**config.mk**
```make
export PLATFORM = sky130hd
export DESIGN_NAME = aspf_top
export DESIGN_NICKNAME = d
export VERILOG_FILES = /design/src/common/aspf_pkg.sv /design/src/aspf_tx.sv /design/src/aspf_rx.sv /design/src/aspf_top.sv
export SDC_FILE = /design/constraint.sdc
export NUM_CORES = 1
export LEC_CHECK = 0
export CAP_MARGIN = 25
export CORE_ASPECT_RATIO = 1.75
export CORE_MARGIN = 10
export CORE_UTILIZATION = 40
export CTS_BUF_LIST = sky130_fd_sc_hd__clkbuf_16
export CTS_CLUSTER_SIZE = 14
export DETAILED_ROUTE_END_ITERATION = 12
export DONT_BUFFER_PORTS = 1
export GPL_TIMING_DRIVEN = 1
export PLACE_DENSITY_LB_ADDON = 0.05
export SYNTH_ARGS = -nofsm -noshare
export SYNTH_HDL_FRONTEND = slang
export SYNTH_HIERARCHICAL = 1
export SYNTH_SLANG_ARGS = --single-unit
```
**constraint.sdc**
```tcl
create_clock -name SYS_CLK -period 5.5 [get_ports SYS_CLK]
set_input_delay 1.1 -clock SYS_CLK [delete_from_list [all_inputs] [get_ports SYS_CLK]]
set_output_delay 1.1 -clock SYS_CLK [all_outputs]
set_load 0.03 [all_outputs]
```
**src/common/aspf_pkg.sv**
```systemverilog
// Constants, types and shared functions of the asynchronous serial port.
// Assumes one clock; all users refer to items as aspf_pkg::name.
// Behaviour
// - Bit rate is clock over (65536 minus reload), then over 2, then over prescale.
// - Frame: low start, data LSB first, optional parity or extra bit, high stops.
// - Character length is selectable from five to eight data bits.
// - Parity, when enabled, is generated on transmit and checked on receive.
// - One or two stop bits; the second only for six to eight data bits.
// - Parity takes the bit after the data; extra bit is then unavailable.
// - Transmit and receive run at once and independently on their own pins.
// - Data write to an empty holding register loads it and clears the holding-empty flag.
// - Transmit-done flag sets at the start of the first stop bit of every frame.
// - Extra bit without parity sends the transmit-extra-bit control value.
// - Parity bit follows the selected parity type and comes after the data.
// - Frames are accepted only after receive enable has been set.
// - After the stop bit, a good byte enters the three-deep receive FIFO.
// - A byte completing while the FIFO is full is lost and sets overrun.
// - A byte with any low stop bit is not placed into the FIFO.
package aspf_pkg;
   localparam logic [11:0] ADDR_DATA = 12'h000;
   localparam logic [11:0] ADDR_CTRL = 12'h004;
   localparam logic [11:0] ADDR_FMT = 12'h008;
   localparam logic [11:0] ADDR_BAUD = 12'h00C;
   localparam int CTRL_RDY = 0;
   localparam int CTRL_TDONE = 1;
   localparam int CTRL_THRE = 2;
   localparam int CTRL_TBX = 3;
   localparam int CTRL_REN = 4;
   localparam int CTRL_OVR = 5;
   localparam int CTRL_RBX = 6;
   localparam int CTRL_PERR = 7;
   localparam int CTRL_FERR = 8;
   localparam int FMT_LEN = 0;
   localparam int FMT_XBE = 2;
   localparam int FMT_PE = 3;
   localparam int FMT_PT = 4;
   localparam int FMT_STOP2 = 6;
   localparam int FMT_MCE = 7;
   localparam int BAUD_PS = 16;
   localparam logic [7:0] FMT_RESET = 8'h03;
   localparam logic [15:0] RELOAD_RESET = 16'h0000;
   localparam logic [1:0] PS_RESET = 2'h0;
   localparam logic [15:0] BAUD_WRAP = 16'hFFFF;
   localparam logic [5:0] PS_DIV0 = 6'h0C;
   localparam logic [5:0] PS_DIV1 = 6'h04;
   localparam logic [5:0] PS_DIV2 = 6'h30;
   localparam logic [5:0] PS_DIV3 = 6'h01;
   localparam logic [1:0] PT_ODD = 2'h0;
   localparam logic [1:0] PT_EVEN = 2'h1;
   localparam logic [1:0] PT_MARK = 2'h2;
   localparam logic [1:0] PT_SPACE = 2'h3;
   localparam logic [1:0] RX_DEPTH = 2'h3;
   typedef struct packed {
      logic [15:0] reload;
      logic [1:0] len;
      logic xbe;
      logic pe;
      logic [1:0] pt;
      logic stop2;
      logic mce;
      logic tbx;
      logic ren;
   } aspf_cfg_t;
   typedef struct packed {
      logic [7:0] data;
      logic xbit;
   } aspf_rx_word_t;
   function automatic logic par_bit(input logic [7:0] d, input logic [1:0] len, input logic [1:0] pt);
      logic x;
      x = ^(d & (8'hFF >> (2'h3 - len)));
      case (pt)
         PT_ODD: par_bit = ~x;
         PT_EVEN: par_bit = x;
         PT_MARK: par_bit = 1'b1;
         default: par_bit = 1'b0;
      endcase
   endfunction
   function automatic logic stop2_ok(input aspf_cfg_t c);
      stop2_ok = c.stop2 && (c.len != 2'h0);
   endfunction
   function automatic logic xbit_used(input aspf_cfg_t c);
      xbit_used = c.pe || c.xbe;
   endfunction
endpackage

```
**src/aspf_tx.sv**
```systemverilog
// Transmit shifter of the serial port.
// Assumes tick is a one-cycle prescaler pulse and go is held until taken.
`timescale 1ns/10ps
module aspf_tx (
   input wire logic clk,
   input wire logic rst,
   input wire logic tick,
   input wire aspf_pkg::aspf_cfg_t cfg,
   input wire logic go,
   input wire logic [7:0] data,
   output logic taken,
   output logic done,
   output logic pin
);
   typedef enum logic [4:0] {
      TX_IDLE = 5'b00001, TX_START = 5'b00010, TX_DATA = 5'b00100, TX_EXTRA = 5'b01000, TX_STOP = 5'b10000
   } aspf_tx_state_t;
   aspf_tx_state_t state;
   logic [15:0] cnt;
   logic half;
   logic [7:0] shreg;
   logic [2:0] idx;
   logic extra;
   logic more_stop;
   logic bit_end;
   assign bit_end = tick && (cnt == aspf_pkg::BAUD_WRAP) && half;
   // Two reload wraps per bit give the final divide by two
   always_ff @(posedge clk) begin
      if (rst || state == TX_IDLE) begin
         cnt <= aspf_pkg::RELOAD_RESET;
         half <= 1'b0;
         if (!rst) cnt <= cfg.reload;
      end else if (tick) begin
         if (cnt == aspf_pkg::BAUD_WRAP) begin
            cnt <= cfg.reload;
            half <= ~half;
         end else begin
            cnt <= cnt + 16'h0001;
         end
      end
   end
   always_ff @(posedge clk) begin
      taken <= 1'b0;
      done <= 1'b0;
      if (rst) begin
         state <= TX_IDLE;
         pin <= 1'b1;
         shreg <= 8'h00;
         idx <= 3'h0;
         extra <= 1'b0;
         more_stop <= 1'b0;
      end else begin
         case (state)
            TX_IDLE: begin
               if (go) begin
                  taken <= 1'b1;
                  shreg <= data;
                  extra <= cfg.pe ? aspf_pkg::par_bit(data, cfg.len, cfg.pt) : cfg.tbx;
                  pin <= 1'b0;
                  state <= TX_START;
               end
            end
            TX_START: begin
               if (bit_end) begin
                  pin <= shreg[0];
                  shreg <= shreg >> 1;
                  idx <= 3'h0;
                  state <= TX_DATA;
               end
            end
            TX_DATA: begin
               if (bit_end) begin
                  if (idx == {1'b0, cfg.len} + 3'h4) begin
                     more_stop <= aspf_pkg::stop2_ok(cfg);
                     if (aspf_pkg::xbit_used(cfg)) begin
                        pin <= extra;
                        state <= TX_EXTRA;
                     end else begin
                        pin <= 1'b1;
                        done <= 1'b1;
                        state <= TX_STOP;
                     end
                  end else begin
                     pin <= shreg[0];
                     shreg <= shreg >> 1;
                     idx <= idx + 3'h1;
                  end
               end
            end
            TX_EXTRA: begin
               if (bit_end) begin
                  pin <= 1'b1;
                  done <= 1'b1;
                  state <= TX_STOP;
               end
            end
            TX_STOP: begin
               if (bit_end) begin
                  if (more_stop) more_stop <= 1'b0;
                  else state <= TX_IDLE;
               end
            end
            default: begin
               pin <= 1'b1;
               state <= TX_IDLE;
            end
         endcase
      end
   end
endmodule // aspf_tx

```
**src/aspf_rx.sv**
```systemverilog
// Receive sampler of the serial port.
// Assumes the serial input is asynchronous; tick is a one-cycle prescaler pulse.
`timescale 1ns/10ps
module aspf_rx (
   input wire logic clk,
   input wire logic rst,
   input wire logic tick,
   input wire aspf_pkg::aspf_cfg_t cfg,
   input wire logic pin,
   output logic done,
   output aspf_pkg::aspf_rx_word_t word,
   output logic stop_ok,
   output logic perr
);
   typedef enum logic [4:0] {
      RX_IDLE = 5'b00001, RX_START = 5'b00010, RX_DATA = 5'b00100, RX_EXTRA = 5'b01000, RX_STOP = 5'b10000
   } aspf_rx_state_t;
   aspf_rx_state_t state;
   logic s1, s2, s3, lvl, lvl_d;
   logic [15:0] cnt;
   logic half;
   logic [7:0] shreg;
   logic [2:0] idx;
   logic more_stop;
   logic sample;
   // A level change counts only once the last two stages agree
   always_ff @(posedge clk) begin
      if (rst) begin
         s1 <= 1'b1;
         s2 <= 1'b1;
         s3 <= 1'b1;
         lvl <= 1'b1;
         lvl_d <= 1'b1;
      end else begin
         s1 <= pin;
         s2 <= s1;
         s3 <= s2;
         if (s2 == s3) lvl <= s3;
         lvl_d <= lvl;
      end
   end
   // First wrap lands mid start bit; later samples come every second wrap
   assign sample = tick && (cnt == aspf_pkg::BAUD_WRAP) && !half;
   always_ff @(posedge clk) begin
      if (rst || state == RX_IDLE) begin
         cnt <= aspf_pkg::RELOAD_RESET;
         half <= 1'b0;
         if (!rst) cnt <= cfg.reload;
      end else if (tick) begin
         if (cnt == aspf_pkg::BAUD_WRAP) begin
            cnt <= cfg.reload;
            half <= ~half;
         end else begin
            cnt <= cnt + 16'h0001;
         end
      end
   end
   always_ff @(posedge clk) begin
      done <= 1'b0;
      if (rst) begin
         state <= RX_IDLE;
         shreg <= 8'h00;
         idx <= 3'h0;
         more_stop <= 1'b0;
         word <= '0;
         stop_ok <= 1'b0;
         perr <= 1'b0;
      end else begin
         case (state)
            RX_IDLE: begin
               if (cfg.ren && lvl_d && !lvl) state <= RX_START;
            end
            RX_START: begin
               if (sample) begin
                  idx <= 3'h0;
                  shreg <= 8'h00;
                  state <= lvl ? RX_IDLE : RX_DATA;
               end
            end
            RX_DATA: begin
               if (sample) begin
                  shreg <= {lvl, shreg[7:1]};
                  idx <= idx + 3'h1;
                  if (idx == {1'b0, cfg.len} + 3'h4) begin
                     stop_ok <= 1'b1;
                     perr <= 1'b0;
                     word.xbit <= 1'b0;
                     more_stop <= aspf_pkg::stop2_ok(cfg);
                     state <= aspf_pkg::xbit_used(cfg) ? RX_EXTRA : RX_STOP;
                  end
               end
            end
            RX_EXTRA: begin
               if (sample) begin
                  word.xbit <= lvl;
                  if (cfg.pe) perr <= lvl != aspf_pkg::par_bit(word.data, cfg.len, cfg.pt);
                  state <= RX_STOP;
               end
            end
            RX_STOP: begin
               if (sample) begin
                  if (!lvl) stop_ok <= 1'b0;
                  if (more_stop) begin
                     more_stop <= 1'b0;
                  end else begin
                     done <= 1'b1;
                     state <= RX_IDLE;
                  end
               end
            end
            default: state <= RX_IDLE;
         endcase
         if (state == RX_DATA && sample && idx == {1'b0, cfg.len} + 3'h4) begin
            word.data <= {lvl, shreg[7:1]} >> (2'h3 - cfg.len);
         end
      end
   end
endmodule // aspf_rx

```
**src/aspf_top.sv**
```systemverilog
// Serial port top: APB register slave, prescaler, holding register, receive FIFO.
// Assumes an APB master on SYS_CLK and pins already synchronised nowhere.
//
// Chosen here: the APB slave port and the placing of the registers.
`timescale 1ns/10ps
module aspf_top (
   input wire logic SYS_CLK,
   input wire logic SYS_RST,
   input wire logic PSEL,
   input wire logic PENABLE,
   input wire logic PWRITE,
   input wire logic [11:0] PADDR,
   input wire logic [31:0] PWDATA,
   output logic [31:0] PRDATA,
   output logic PREADY,
   output logic PSLVERR,
   input wire logic SERIAL_IN_PIN,
   output logic SERIAL_OUT_PIN
);
   aspf_pkg::aspf_cfg_t cfg;
   logic [5:0] ps_cnt;
   logic pre_tick;
   logic [7:0] hold;
   logic hold_empty;
   logic tx_taken, tx_done, tx_pin;
   logic rx_done, rx_stop_ok, rx_perr;
   aspf_pkg::aspf_rx_word_t rx_word;
   aspf_pkg::aspf_rx_word_t fifo_mem [0:2];
   logic [1:0] wr_ptr, rd_ptr, fifo_cnt;
   logic tdone, ovr, perr_f, ferr;
   logic acc, wr_acc, rd_acc, mapped;
   logic push, pop, rx_accept, fifo_full;
   logic [31:0] next_rdata;

   function automatic logic [5:0] ps_div(input logic [1:0] sel);
      case (sel)
         2'h0: ps_div = aspf_pkg::PS_DIV0;
         2'h1: ps_div = aspf_pkg::PS_DIV1;
         2'h2: ps_div = aspf_pkg::PS_DIV2;
         default: ps_div = aspf_pkg::PS_DIV3;
      endcase
   endfunction

   function automatic logic [1:0] ptr_inc(input logic [1:0] p);
      ptr_inc = (p == aspf_pkg::RX_DEPTH - 2'h1) ? 2'h0 : p + 2'h1;
   endfunction

   logic [1:0] ps_sel;

   // Access phase with PREADY high is the one edge at which anything takes effect
   assign acc = PSEL && PENABLE && PREADY;
   assign wr_acc = acc && PWRITE;
   assign rd_acc = acc && !PWRITE;
   assign mapped = (PADDR == aspf_pkg::ADDR_DATA) || (PADDR == aspf_pkg::ADDR_CTRL) ||
                   (PADDR == aspf_pkg::ADDR_FMT) || (PADDR == aspf_pkg::ADDR_BAUD);

   // Prescaler: one tick every selected number of clocks
   always_ff @(posedge SYS_CLK) begin
      if (SYS_RST) begin
         ps_cnt <= 6'h00;
         pre_tick <= 1'b0;
      end else if (ps_cnt >= ps_div(ps_sel) - 6'h01) begin
         ps_cnt <= 6'h00;
         pre_tick <= 1'b1;
      end else begin
         ps_cnt <= ps_cnt + 6'h01;
         pre_tick <= 1'b0;
      end
   end

   // Configuration registers
   always_ff @(posedge SYS_CLK) begin
      if (SYS_RST) begin
         cfg.reload <= aspf_pkg::RELOAD_RESET;
         ps_sel <= aspf_pkg::PS_RESET;
         {cfg.mce, cfg.stop2, cfg.pt, cfg.pe, cfg.xbe, cfg.len} <= aspf_pkg::FMT_RESET;
         cfg.tbx <= 1'b0;
         cfg.ren <= 1'b0;
      end else if (wr_acc) begin
         case (PADDR)
            aspf_pkg::ADDR_FMT: begin
               cfg.len <= PWDATA[aspf_pkg::FMT_LEN +: 2];
               cfg.xbe <= PWDATA[aspf_pkg::FMT_XBE];
               cfg.pe <= PWDATA[aspf_pkg::FMT_PE];
               cfg.pt <= PWDATA[aspf_pkg::FMT_PT +: 2];
               cfg.stop2 <= PWDATA[aspf_pkg::FMT_STOP2];
               cfg.mce <= PWDATA[aspf_pkg::FMT_MCE];
            end
            aspf_pkg::ADDR_BAUD: begin
               cfg.reload <= PWDATA[15:0];
               ps_sel <= PWDATA[aspf_pkg::BAUD_PS +: 2];
            end
            aspf_pkg::ADDR_CTRL: begin
               cfg.tbx <= PWDATA[aspf_pkg::CTRL_TBX];
               cfg.ren <= PWDATA[aspf_pkg::CTRL_REN];
            end
            default: begin
            end
         endcase
      end
   end

   // Holding register; a write while full is dropped and the held byte kept
   always_ff @(posedge SYS_CLK) begin
      if (SYS_RST) begin
         hold <= 8'h00;
         hold_empty <= 1'b1;
      end else if (wr_acc && PADDR == aspf_pkg::ADDR_DATA && hold_empty) begin
         hold <= PWDATA[7:0];
         hold_empty <= 1'b0;
      end else if (tx_taken) begin
         hold_empty <= 1'b1;
      end
   end

   aspf_tx u_tx (
      .clk(SYS_CLK),
      .rst(SYS_RST),
      .tick(pre_tick),
      .cfg(cfg),
      .go(!hold_empty),
      .data(hold),
      .taken(tx_taken),
      .done(tx_done),
      .pin(tx_pin)
   );

   aspf_rx u_rx (
      .clk(SYS_CLK),
      .rst(SYS_RST),
      .tick(pre_tick),
      .cfg(cfg),
      .pin(SERIAL_IN_PIN),
      .done(rx_done),
      .word(rx_word),
      .stop_ok(rx_stop_ok),
      .perr(rx_perr)
   );

   // Both shifters share only the prescaler tick and the configuration, so they run independently
   assign SERIAL_OUT_PIN = tx_pin;

   // In multidrop mode with the extra bit enabled and parity off, only frames with the extra bit set are kept
   assign rx_accept = !(cfg.mce && cfg.xbe && !cfg.pe) || rx_word.xbit;
   assign fifo_full = fifo_cnt == aspf_pkg::RX_DEPTH;
   // Full is judged before a same-cycle pop, so a read cannot rescue the byte
   assign push = rx_done && rx_stop_ok && rx_accept && !fifo_full;
   assign pop = rd_acc && PADDR == aspf_pkg::ADDR_DATA && fifo_cnt != 2'h0;

   always_ff @(posedge SYS_CLK) begin
      if (push) fifo_mem[wr_ptr] <= rx_word;
   end

   always_ff @(posedge SYS_CLK) begin
      if (SYS_RST) begin
         wr_ptr <= 2'h0;
         rd_ptr <= 2'h0;
         fifo_cnt <= 2'h0;
      end else begin
         if (push) wr_ptr <= ptr_inc(wr_ptr);
         if (pop) rd_ptr <= ptr_inc(rd_ptr);
         if (push && !pop) fifo_cnt <= fifo_cnt + 2'h1;
         else if (pop && !push) fifo_cnt <= fifo_cnt - 2'h1;
      end
   end

   // Sticky flags: write one to clear, a new event in the same cycle wins
   always_ff @(posedge SYS_CLK) begin
      if (SYS_RST) begin
         tdone <= 1'b0;
         ovr <= 1'b0;
         perr_f <= 1'b0;
         ferr <= 1'b0;
      end else begin
         if (wr_acc && PADDR == aspf_pkg::ADDR_CTRL) begin
            if (PWDATA[aspf_pkg::CTRL_TDONE]) tdone <= 1'b0;
            if (PWDATA[aspf_pkg::CTRL_OVR]) ovr <= 1'b0;
            if (PWDATA[aspf_pkg::CTRL_PERR]) perr_f <= 1'b0;
            if (PWDATA[aspf_pkg::CTRL_FERR]) ferr <= 1'b0;
         end
         if (tx_done) tdone <= 1'b1;
         if (rx_done && rx_stop_ok && rx_accept && fifo_full) ovr <= 1'b1;
         if (rx_done && rx_perr && cfg.pe) perr_f <= 1'b1;
         if (rx_done && !rx_stop_ok) ferr <= 1'b1;
      end
   end

   always_comb begin
      next_rdata = 32'h0000_0000;
      case (PADDR)
         aspf_pkg::ADDR_DATA: begin
            if (fifo_cnt != 2'h0) next_rdata[7:0] = fifo_mem[rd_ptr].data;
         end
         aspf_pkg::ADDR_CTRL: begin
            next_rdata[aspf_pkg::CTRL_RDY] = fifo_cnt != 2'h0;
            next_rdata[aspf_pkg::CTRL_TDONE] = tdone;
            next_rdata[aspf_pkg::CTRL_THRE] = hold_empty;
            next_rdata[aspf_pkg::CTRL_TBX] = cfg.tbx;
            next_rdata[aspf_pkg::CTRL_REN] = cfg.ren;
            next_rdata[aspf_pkg::CTRL_OVR] = ovr;
            next_rdata[aspf_pkg::CTRL_RBX] = (fifo_cnt != 2'h0) && fifo_mem[rd_ptr].xbit;
            next_rdata[aspf_pkg::CTRL_PERR] = perr_f;
            next_rdata[aspf_pkg::CTRL_FERR] = ferr;
         end
         aspf_pkg::ADDR_FMT: begin
            next_rdata[7:0] = {cfg.mce, cfg.stop2, cfg.pt, cfg.pe, cfg.xbe, cfg.len};
         end
         aspf_pkg::ADDR_BAUD: begin
            next_rdata[15:0] = cfg.reload;
            next_rdata[aspf_pkg::BAUD_PS +: 2] = ps_sel;
         end
         default: next_rdata = 32'h0000_0000;
      endcase
   end

   // No wait state: PREADY rises in the first access cycle, data captured in setup
   always_ff @(posedge SYS_CLK) begin
      if (SYS_RST) begin
         PREADY <= 1'b0;
         PRDATA <= 32'h0000_0000;
         PSLVERR <= 1'b0;
      end else if (PSEL && !PENABLE) begin
         PREADY <= 1'b1;
         PRDATA <= PWRITE ? 32'h0000_0000 : next_rdata;
         PSLVERR <= !mapped;
      end else begin
         PREADY <= 1'b0;
         PSLVERR <= 1'b0;
      end
   end
endmodule // aspf_top

```
==> metrics.yaml, run 1 <==
start_util_pct: 40.5
setup_viol: 0
clockRootBuffer: "clkbuf_16"
synthAdderAreaFrac_pct: 1.59
synth_cell_types: 89
crit_type: "primary input to flop"
cts-resized-gates: 0
holdCritPathClass: "flop to flop"
dp_cells: 1232
max_freq_mhz: 339
antenna_left: 0
leakagePower_nw: 3.67
post-route-util_pct: 43.6
path_cells: "or4_1 -> nor3_4 -> buf_4 -> and4_1 -> nand2_1 -> a21oi_1"
grt_setup_unrepaired: "false"
power_w: 0.00288
path_clk_slew_ps: 70
wl_per_cell_um: 19.8
synth_xor_area_share_pct: 5.20
syn-cell-area_um2: 9450
hold_depth: 1
r2r_cells: 8
yosys.area_share.simple_pct: 21.6
die_width_um: 136
synth_compound_area_share_pct: 14.6
antennaDiodeCount: 0
critPathTopFamily: "simple AND/OR/NAND/NOR gates"
io_buffer_count: 0
tns_ps: 0
setup.worst_path.start_class: "primary input"
cp.arrival_ps: 3320
slowest_delay_ps: 890
grt_max_degree: 142
drive_gt1_share_pct: 11.0
maxCapViolCount: 0
area_delta_synth_final_pct: 7.68
ys.flop_type: "dfxtp_1"
fillers: 2393
grt_usage_pct: 16.6
synth_area_per_cell_um2: 9.72
dr.pass1.iters: 5
hold_buffers: 0
period_share_pct: 53.6
cp.required_ps: 5870
drt-met1-wl_um: 9700
status: "finished, final reports clean"
crit_buf_inv: 1
power_density_nw_per_um2: 283
die_area_um2: 30400
boundaryPins: 85
met3_length_um: 941
place_congestion: 0.784
synth_top_family_by_area: "simple AND/OR/NAND/NOR gates"
skew_ps: 7.54
vias_per_cell: 5.45
hold_violations: 0
wl_um: 25100
cts_buffers: 17
ys_ff_latch: 191
routed.top_layer: "met4"
nets: 1009
grt_overflow: 0
end_kind: "flop"
yosysSeqAreaShare_pct: 46.7
fin_cells: 1264
htreeDepth: 4
drt_iter0_markers: 327
remaining_drc_errors: 0
critPathMaxFanout: 18
clockBufferDepth: 2
vias: 6886
cts_setup_buffers: 0
clk_latency_ps: 450
final_max_slew_viol_count: 0
cts_sinks: 191
period_needed_ps: 2950
tightest_slew_ps: 990
dpl.hpwl_um: 18300
cpMaxStageDelayCell: "and4_1"
antenna_found_initial: 0
core_um2: 23300
std_cell_rows: 74
grt_pass1_wl_um: 39000
maxSlewHeadroom_pct: 34.0
synth-edff-count: 59
ys_warn_count: 6
ys_async_sr_fraction_pct: 0
die_h_um: 223
ir_worst_vdd_uv: 216
grt_pass1_vias: 6752
worst-path-stages: 6
cts_tree: "done"
muxShareOfSynthArea_pct: 5.82
hold_slack_ps: 412
wl_met2_um: 13700
netlist_instances: 973
through the flow:
step / cell area, µm² / setup slack (ps)
3_3_place_gp: 9580 / 2120
5_1_grt: 10200 / 2480
4_1_cts: 10200 / 2530
6_report: 10200 / 2550
3_5_place_dp: 9590 / 2080
2_1_floorplan: 9500 / 2580
sequential cells by signal, indices dropped and copies added (netlist names), 3 cells and up, named ones only:
register	flops
u_tx/state	5
fifo_mem	27
u_rx/word	9
u_rx/state	5
ps_cnt	6
u_tx/shreg	8
u_tx/idx	3
cfg	26
u_tx/cnt	16
u_rx/shreg	7
u_rx/idx	3
PRDATA	18
u_rx/cnt	16
hold	8
layout make-up:
type	instances	area, µm²	share of cell area [%]
clock inverters	12	90.1	0.885
clock buffers	20	500	4.92
flip-flops and latches	191	4410	43.4
multi-input cells	714	4680	46.0
inverters	17	63.8	0.627
well taps	304	380	3.74
repair buffers	6	45.0	0.443
layer usage:
layer,track usage (%),up-vias
met4,7.28,0
li1,-,3419
met5,0,-
met3,3.74,33
met2,30.5,104
met1,17.4,3330
cells by family after synthesis:
group / after synthesis
xor+xnor: 53
other cells: 2
fa+ha+maj: 12
compound gates: 191
mux: 53
buf+inv: 81
flops: 191
simple gates: 390
final timing paths:
| path | from | to | slack [ps] |
|---|---|---|---|
| worst min-delay path | u_rx/s1 | u_rx/s2 | 410 |
| worst max register to register | u_tx/cnt[0] | u_tx/cnt[9] | 2790 |
| worst max-delay path | PADDR[1] | cfg[14] | 2550 |
| worst min register to register | u_rx/s1 | u_rx/s2 | 410 |
cell usage after synthesis, types with 8 or more instances:
library cell | count | area (µm²)
a21oi_2 | 12 | 105
mux2_2 | 12 | 135
mux2i_1 | 40 | 400
nand2_1 | 94 | 353
buf_2 | 8 | 40.0
xor2_1 | 25 | 219
a32o_1 | 9 | 90.1
nor3_1 | 22 | 110
a211o_1 | 14 | 123
a21oi_1 | 48 | 240
ha_1 | 12 | 150
inv_1 | 17 | 63.8
nor2b_1 | 20 | 125
or2_2 | 8 | 50.1
nand3_1 | 33 | 165
a22oi_1 | 10 | 75.1
a211oi_1 | 14 | 105
buf_4 | 19 | 143
clkbuf_1 | 30 | 113
o21ai_0 | 32 | 160
nor2_1 | 106 | 398
dfxtp_1 | 132 | 2640
or3_1 | 9 | 56.3
nand4_1 | 12 | 75.1
edfxtp_1 | 59 | 1770
xnor2_1 | 26 | 228
nand2_2 | 11 | 68.8
and3_1 | 12 | 75.1
nor3b_1 | 8 | 60.1
nand2b_1 | 16 | 100
where the power goes:
part           internal, W  leakage [nW]  switching (W)
combinational    0.0000463          1.66      0.0000747
clock             0.000699         0.311       0.000546
sequential         0.00148          1.70      0.0000420
placed cells by master, fill, tap and decap left out, types with 16 or more instances in the layout:
master	count
a21oi_1	48
clkbuf_16	20
dfxtp_1	132
edfxtp_1	59
inv_1	21
mux2i_1	40
nand2_1	94
nand2b_1	16
nand3_1	33
nor2_1	106
nor2b_1	20
nor3_1	21
o21ai_0	32
xnor2_1	26
xor2_1	25
(Power assumes the default switching activity.)
==> run 2, diff against run 1 <==
==> constraint.sdc (replaced) <==
create_clock -name SYS_CLK -period 2.5 [get_ports SYS_CLK]
set_input_delay 0.5 -clock SYS_CLK [delete_from_list [all_inputs] [get_ports SYS_CLK]]
set_output_delay 0.5 -clock SYS_CLK [all_outputs]
set_load 0.03 [all_outputs]
==> metrics.yaml, run 2 (same netlist as run 1, synthesis figures left out) <==
status: "finished, final reports clean"  # unchanged
antenna_found_initial: 0  # unchanged
area_delta_synth_final_pct: 10.4  # was 7.68%
antenna_left: 0  # unchanged
dr.pass1.iters: 5  # unchanged
cp.arrival_ps: 2670  # was 3320 ps
remaining_drc_errors: 0  # unchanged
final_area_um2: 10400  # was 10200 µm²
r2r-end: "u_tx/state[3]"  # was u_tx/cnt[9]
end_kind: "flop"  # unchanged
clockBufferDepth: 2  # unchanged
dpl.hpwl_um: 18800  # was 18300 µm
die_h_um: 223  # unchanged
grt_pass1_vias: 6991  # was 6752
grt_max_degree: 142  # unchanged
die_area_um2: 30400  # unchanged
grt_overflow: 0  # unchanged
maxCapViolCount: 0  # unchanged
clockRootBuffer: "clkbuf_16"  # unchanged
io_buffer_count: 0  # unchanged
period_needed_ps: 2290
holdCritPathClass: "primary input to flop"  # was flop to flop
htreeDepth: 4  # unchanged
core_um2: 23300  # unchanged
cts_tree: "done"  # unchanged
largest_reg_flops: 27  # unchanged
leakagePower_nw: 3.82  # was 3.67 nW
max_freq_mhz: 437
nets: 1043  # was 1009
hold_violations: 0  # unchanged
hold_start: "SYS_RST"  # was u_rx/s1
grt_setup_unrepaired: "false"  # unchanged
r2r_cells: 7  # was 8
std_cell_rows: 74  # unchanged
tns_ps: 0  # unchanged
drt_iter0_markers: 305  # was 327
setup_viol: 0  # unchanged
start_util_pct: 40.5  # unchanged
tightest_slew_ps: 576  # was 990 ps
grt_usage_pct: 17.1  # was 16.6%
place_area_um2: 9880  # was 9590 µm²
top_register: "fifo_mem"  # unchanged
maxSlewHeadroom_pct: 61.6  # was 34.0%
clk_latency_ps: 450  # about the same
cts_buffers: 17  # unchanged
antennaDiodeCount: 0  # unchanged
crit_type: "flop to flop"  # was primary input to flop
period_share_pct: 91.5
wl_um: 25700  # was 25100 µm
power_density_nw_per_um2: 597  # was 283 nW/µm²
critPathMaxFanout: 8  # was 18
min_to: "u_tx/shreg[5]"  # was u_rx/s2
layout_commonest_cell: "dfxtp_1"  # unchanged
vias: 6954  # was 6886
regToRegSetupSlack_ps: 210  # was 2790 ps
skew_ps: 14.5  # was 7.54 ps
path_clk_slew_ps: 80  # was 70 ps
cts_sinks: 191  # unchanged
reg_top3: "fifo_mem: 27 flops, cfg: 26 flops, PRDATA: 18 flops"  # unchanged
grt_pass1_wl_um: 39900  # was 39000 µm
cts_setup_buffers: 0  # unchanged
setup.worst_path.start_class: "flop"  # was primary input
vias_per_cell: 5.36  # was 5.45
hold_depth: 1  # unchanged
place_congestion: 0.793  # was 0.784
wl_per_cell_um: 19.8  # about the same
drive_gt1_share_pct: 14.3  # was 11.0%
cp.required_ps: 2890  # was 5870 ps
final_max_slew_viol_count: 0  # unchanged
mostFrequentLayoutCells: "132 x dfxtp_1, 105 x nor2_1, 94 x nand2_1"  # was 132 x dfxtp_1, 106 x nor2_1, 94 x nand2_1
die_width_um: 136  # unchanged
boundaryPins: 85  # unchanged
r2r_start: "u_tx/cnt[1]"  # was u_tx/cnt[0]
ir_worst_vdd_uv: 464  # was 216 µV
==> run 2: cell types whose count changed in the layout (fill, tap and decap cells not counted), moves of 2 or more <==
cell / delta
buf_12: +4
buf_4: +30
clkbuf_16: -3
clkinv_4: +4
inv_1: -4
inv_8: +2
==> run 2: cell type report <==
type | instances | area (µm²)
fillers | 2328 | 12900
clock inverters | 15 | 128
well taps | 304 | 380
inverters | 17 | 63.8
repair buffers | 40 | 350
multi-input cells | 714 | 4680
flip-flops and latches | 191 | 4410
clock buffers | 17 | 425
==> run 2: power breakdown <==
part           leakage, nW  switching [W]  internal, W
Sequential            1.70      0.0000870      0.00325
Clock                0.277        0.00126      0.00134
Combinational         1.84       0.000175     0.000125
Total                 3.82        0.00152      0.00471
==> run 2: worst max-delay path by stage <==
stage | startpoint | endpoint | slack, ps | cells after the start
2_1_floorplan | PADDR[1] | fifo_cnt[1] | 180 | 6
3_3_place_gp | PADDR[1] | cfg[6] | 140 | 7
3_5_place_dp | PADDR[1] | cfg[4] | 100 | 7
4_1_cts | u_rx/cnt[1] | u_rx/cnt[4] | 150 | 6
5_1_grt | u_rx/cnt[1] | u_rx/word[7] | 0.5 | 6
6_report | u_tx/cnt[1] | u_tx/state[3] | 210 | 7
==> run 2: per-layer routing <==
metal	GRT usage, %	up-vias	routed length [µm]
met5	0	-	0
met4	6.86	0	603
met3	3.15	29	824
met2	31.6	102	14100
met1	18.2	3333	10100
li1	-	3490	-
==> run 2: critical path: stages (launching register included) <==
cell	delay, ps
edfxtp_1	400
ha_1	270
nand2_1	120
nor4_4	380
and4_1	420
o21ai_4	140
or3_1	380
a21oi_2	130
==> run 2: what timing repair did <==
| item | CTS | global route |
|---|---|---|
| gates resized for setup | 0 | 1 |
| endpoints found under the hold margin | 0 | 0 |
| hold buffers | 0 | 0 |
| endpoints found under the setup margin | 0 | 9 |
==> run 2: stage by stage <==
step	utilization (%)	hold WS, ps	total power [W]	instances	setup WS, ps
after global routing	44.7	99.2	0.00646	1298	0.483
after floorplan	-	389	0.00365	986	178
after CTS	44.7	99.3	0.00631	1298	149
final	44.7	117	0.00623	1298	212
after detailed placement	42.4	403	0.00370	1266	105
after global placement	42.4	396	0.00370	1266	142
==> run 3, diff against run 2 <==
--- a/config.mk
+++ b/config.mk
@@ -14,7 +14,7 @@
 export DETAILED_ROUTE_END_ITERATION = 12
 export DONT_BUFFER_PORTS = 1
 export GPL_TIMING_DRIVEN = 1
-export PLACE_DENSITY_LB_ADDON = 0.05
+export RECOVER_POWER = 25
 export SYNTH_ARGS = -nofsm -noshare
 export SYNTH_HDL_FRONTEND = slang
 export SYNTH_HIERARCHICAL = 1
==> metrics.yaml, run 3 (same netlist as run 1, synthesis figures left out) <==
maxCapViolCount: 0  # unchanged
vias_per_cell: 5.45  # was 5.36
grt_pass1_vias: 6868  # was 6991
power_w: 0.00654  # was 0.00623 W
leakagePower_nw: 3.80  # was 3.82 nW
holdCritPathClass: "primary input to flop"  # unchanged
io_buffer_count: 0  # unchanged
period_share_pct: 93.5  # was 91.5%
die_width_um: 136  # unchanged
hold_buffers: 0  # unchanged
wl_per_cell_um: 18.9  # was 19.8 µm
mostFrequentLayoutCells: "132 x dfxtp_1, 106 x nor2_1, 94 x nand2_1"  # was 132 x dfxtp_1, 105 x nor2_1, 94 x nand2_1
setup.worst_path.start: "cfg[9]"  # was u_tx/cnt[1]
cp.arrival_ps: 2670  # about the same
drive_gt1_share_pct: 13.2  # was 14.3%
place_congestion: 0.815  # was 0.793
cts_setup_buffers: 0  # unchanged
grt_setup_unrepaired: "false"  # unchanged
clockBufferDepth: 2  # unchanged
dpl.hpwl_um: 18000  # was 18800 µm
wl_um: 24400  # was 25700 µm
status: "finished, final reports clean"  # unchanged
grt_pass1_wl_um: 38200  # was 39900 µm
dr.pass1.iters: 5  # unchanged
tns_ps: 0  # unchanged
start_util_pct: 40.5  # unchanged
path_clk_slew_ps: 70  # was 80 ps
ir_worst_vdd_uv: 518  # was 464 µV
vias: 7048  # was 6954
clk_latency_ps: 440  # was 450 ps
r2r_start: "cfg[9]"  # was u_tx/cnt[1]
boundaryPins: 85  # unchanged
hold_violations: 0  # unchanged
hold_slack_ps: 115  # was 117 ps
reg_top3: "fifo_mem: 27 flops, cfg: 26 flops, PRDATA: 18 flops"  # unchanged
maxSlewHeadroom_pct: 17.0  # was 61.6%
std_cell_rows: 74  # unchanged
remaining_drc_errors: 0  # unchanged
setup_viol: 0  # unchanged
end_kind: "flop"  # unchanged
post-route-util_pct: 44.7  # about the same
largest_reg_flops: 27  # unchanged
setup.worst_path.start_class: "flop"  # unchanged
cp.required_ps: 2830  # was 2890 ps
core_um2: 23300  # unchanged
cts_buffers: 17  # unchanged
final_max_slew_viol_count: 0  # unchanged
area_delta_synth_final_pct: 10.3  # was 10.4%
die_h_um: 223  # unchanged
grt_usage_pct: 16.0  # was 17.1%
crit_type: "flop to flop"  # unchanged
tightest_slew_ps: 1250  # was 576 ps
nets: 1038  # was 1043
die_area_um2: 30400  # unchanged
htreeDepth: 4  # unchanged
antenna_left: 0  # unchanged
max_freq_mhz: 428  # was 437 MHz
hold_start: "SYS_RST"  # unchanged
clockRootBuffer: "clkbuf_16"  # unchanged
grt_overflow: 0  # unchanged
antennaDiodeCount: 0  # unchanged
power_density_nw_per_um2: 627  # was 597 nW/µm²
cts-resized-gates: 0  # unchanged
grt_max_degree: 142  # unchanged
period_needed_ps: 2340  # was 2290 ps
drt_iter0_markers: 409  # was 305
cts_tree: "done"  # unchanged
critPathMaxFanout: 15  # was 8
cts_sinks: 191  # unchanged
layout_commonest_cell: "dfxtp_1"  # unchanged
antenna_found_initial: 0  # unchanged
top_register: "fifo_mem"  # unchanged
skew_ps: 5.85  # was 14.5 ps
run 3: cell count changes in the layout (fill, tap and decap cells not counted), moves of 2 or more:
cell,previous run,this run
clkinv_4,5,1
buf_12,4,2
clkbuf_1,0,4
inv_4,0,2
buf_4,36,29
bufinv_16,0,3
clkinv_2,3,1
run 3: where the power goes:
group / switching, W / internal [W] / total, W
logic: 0.000177 / 0.000124 / 0.000302
registers: 0.0000827 / 0.00325 / 0.00333
clock network: 0.00125 / 0.00165 / 0.00291
total: 0.00152 / 0.00503 / 0.00654
run 3: critical path, cell delays in order (launching register included):
cell and delay (ps):
dfxtp_1 780, buf_4 240, xnor2_1 130, nand3_1 160, a211o_1 410, a21boi_4 200, mux2_4 300
run 3: routing by layer:
layer / share of wire, % / up-vias / GRT usage [%] / wire, µm
li1: - / 3478 / - / -
met1: 38 / 3420 / 16.3 / 9250
met2: 56 / 113 / 30.5 / 13700
met3: 3.6 / 37 / 2.97 / 880
met4: 2.6 / 0 / 6.83 / 628
met5: 0 / - / 0 / 0
run 3: cell type report:
class	instances	area, µm²
clock buffers	18	450
clock inverters	14	176
fillers	2269	12900
inverters	17	63.8
multi-input cells	714	4670
flip-flops and latches	191	4410
well taps	304	380
repair buffers	35	273
run 3: final timing paths:
kind              cells past startpoint            end  slack [ps]
setup / recovery                      6  u_rx/state[3]         160
hold / removal                        1  u_tx/state[3]         110
setup reg to reg                      6  u_rx/state[3]         160
hold reg to reg                       1        u_rx/s2         410
run 3: stage by stage:
step | area [µm²] | cells | setup slack [ps]
after global placement | 9820 | 1261 | 165
after CTS | 10400 | 1293 | 150
after global routing | 10400 | 1293 | 30.3
after floorplan | 9500 | 986 | 178
after detailed placement | 9820 | 1261 | 119
final | 10400 | 1293 | 162
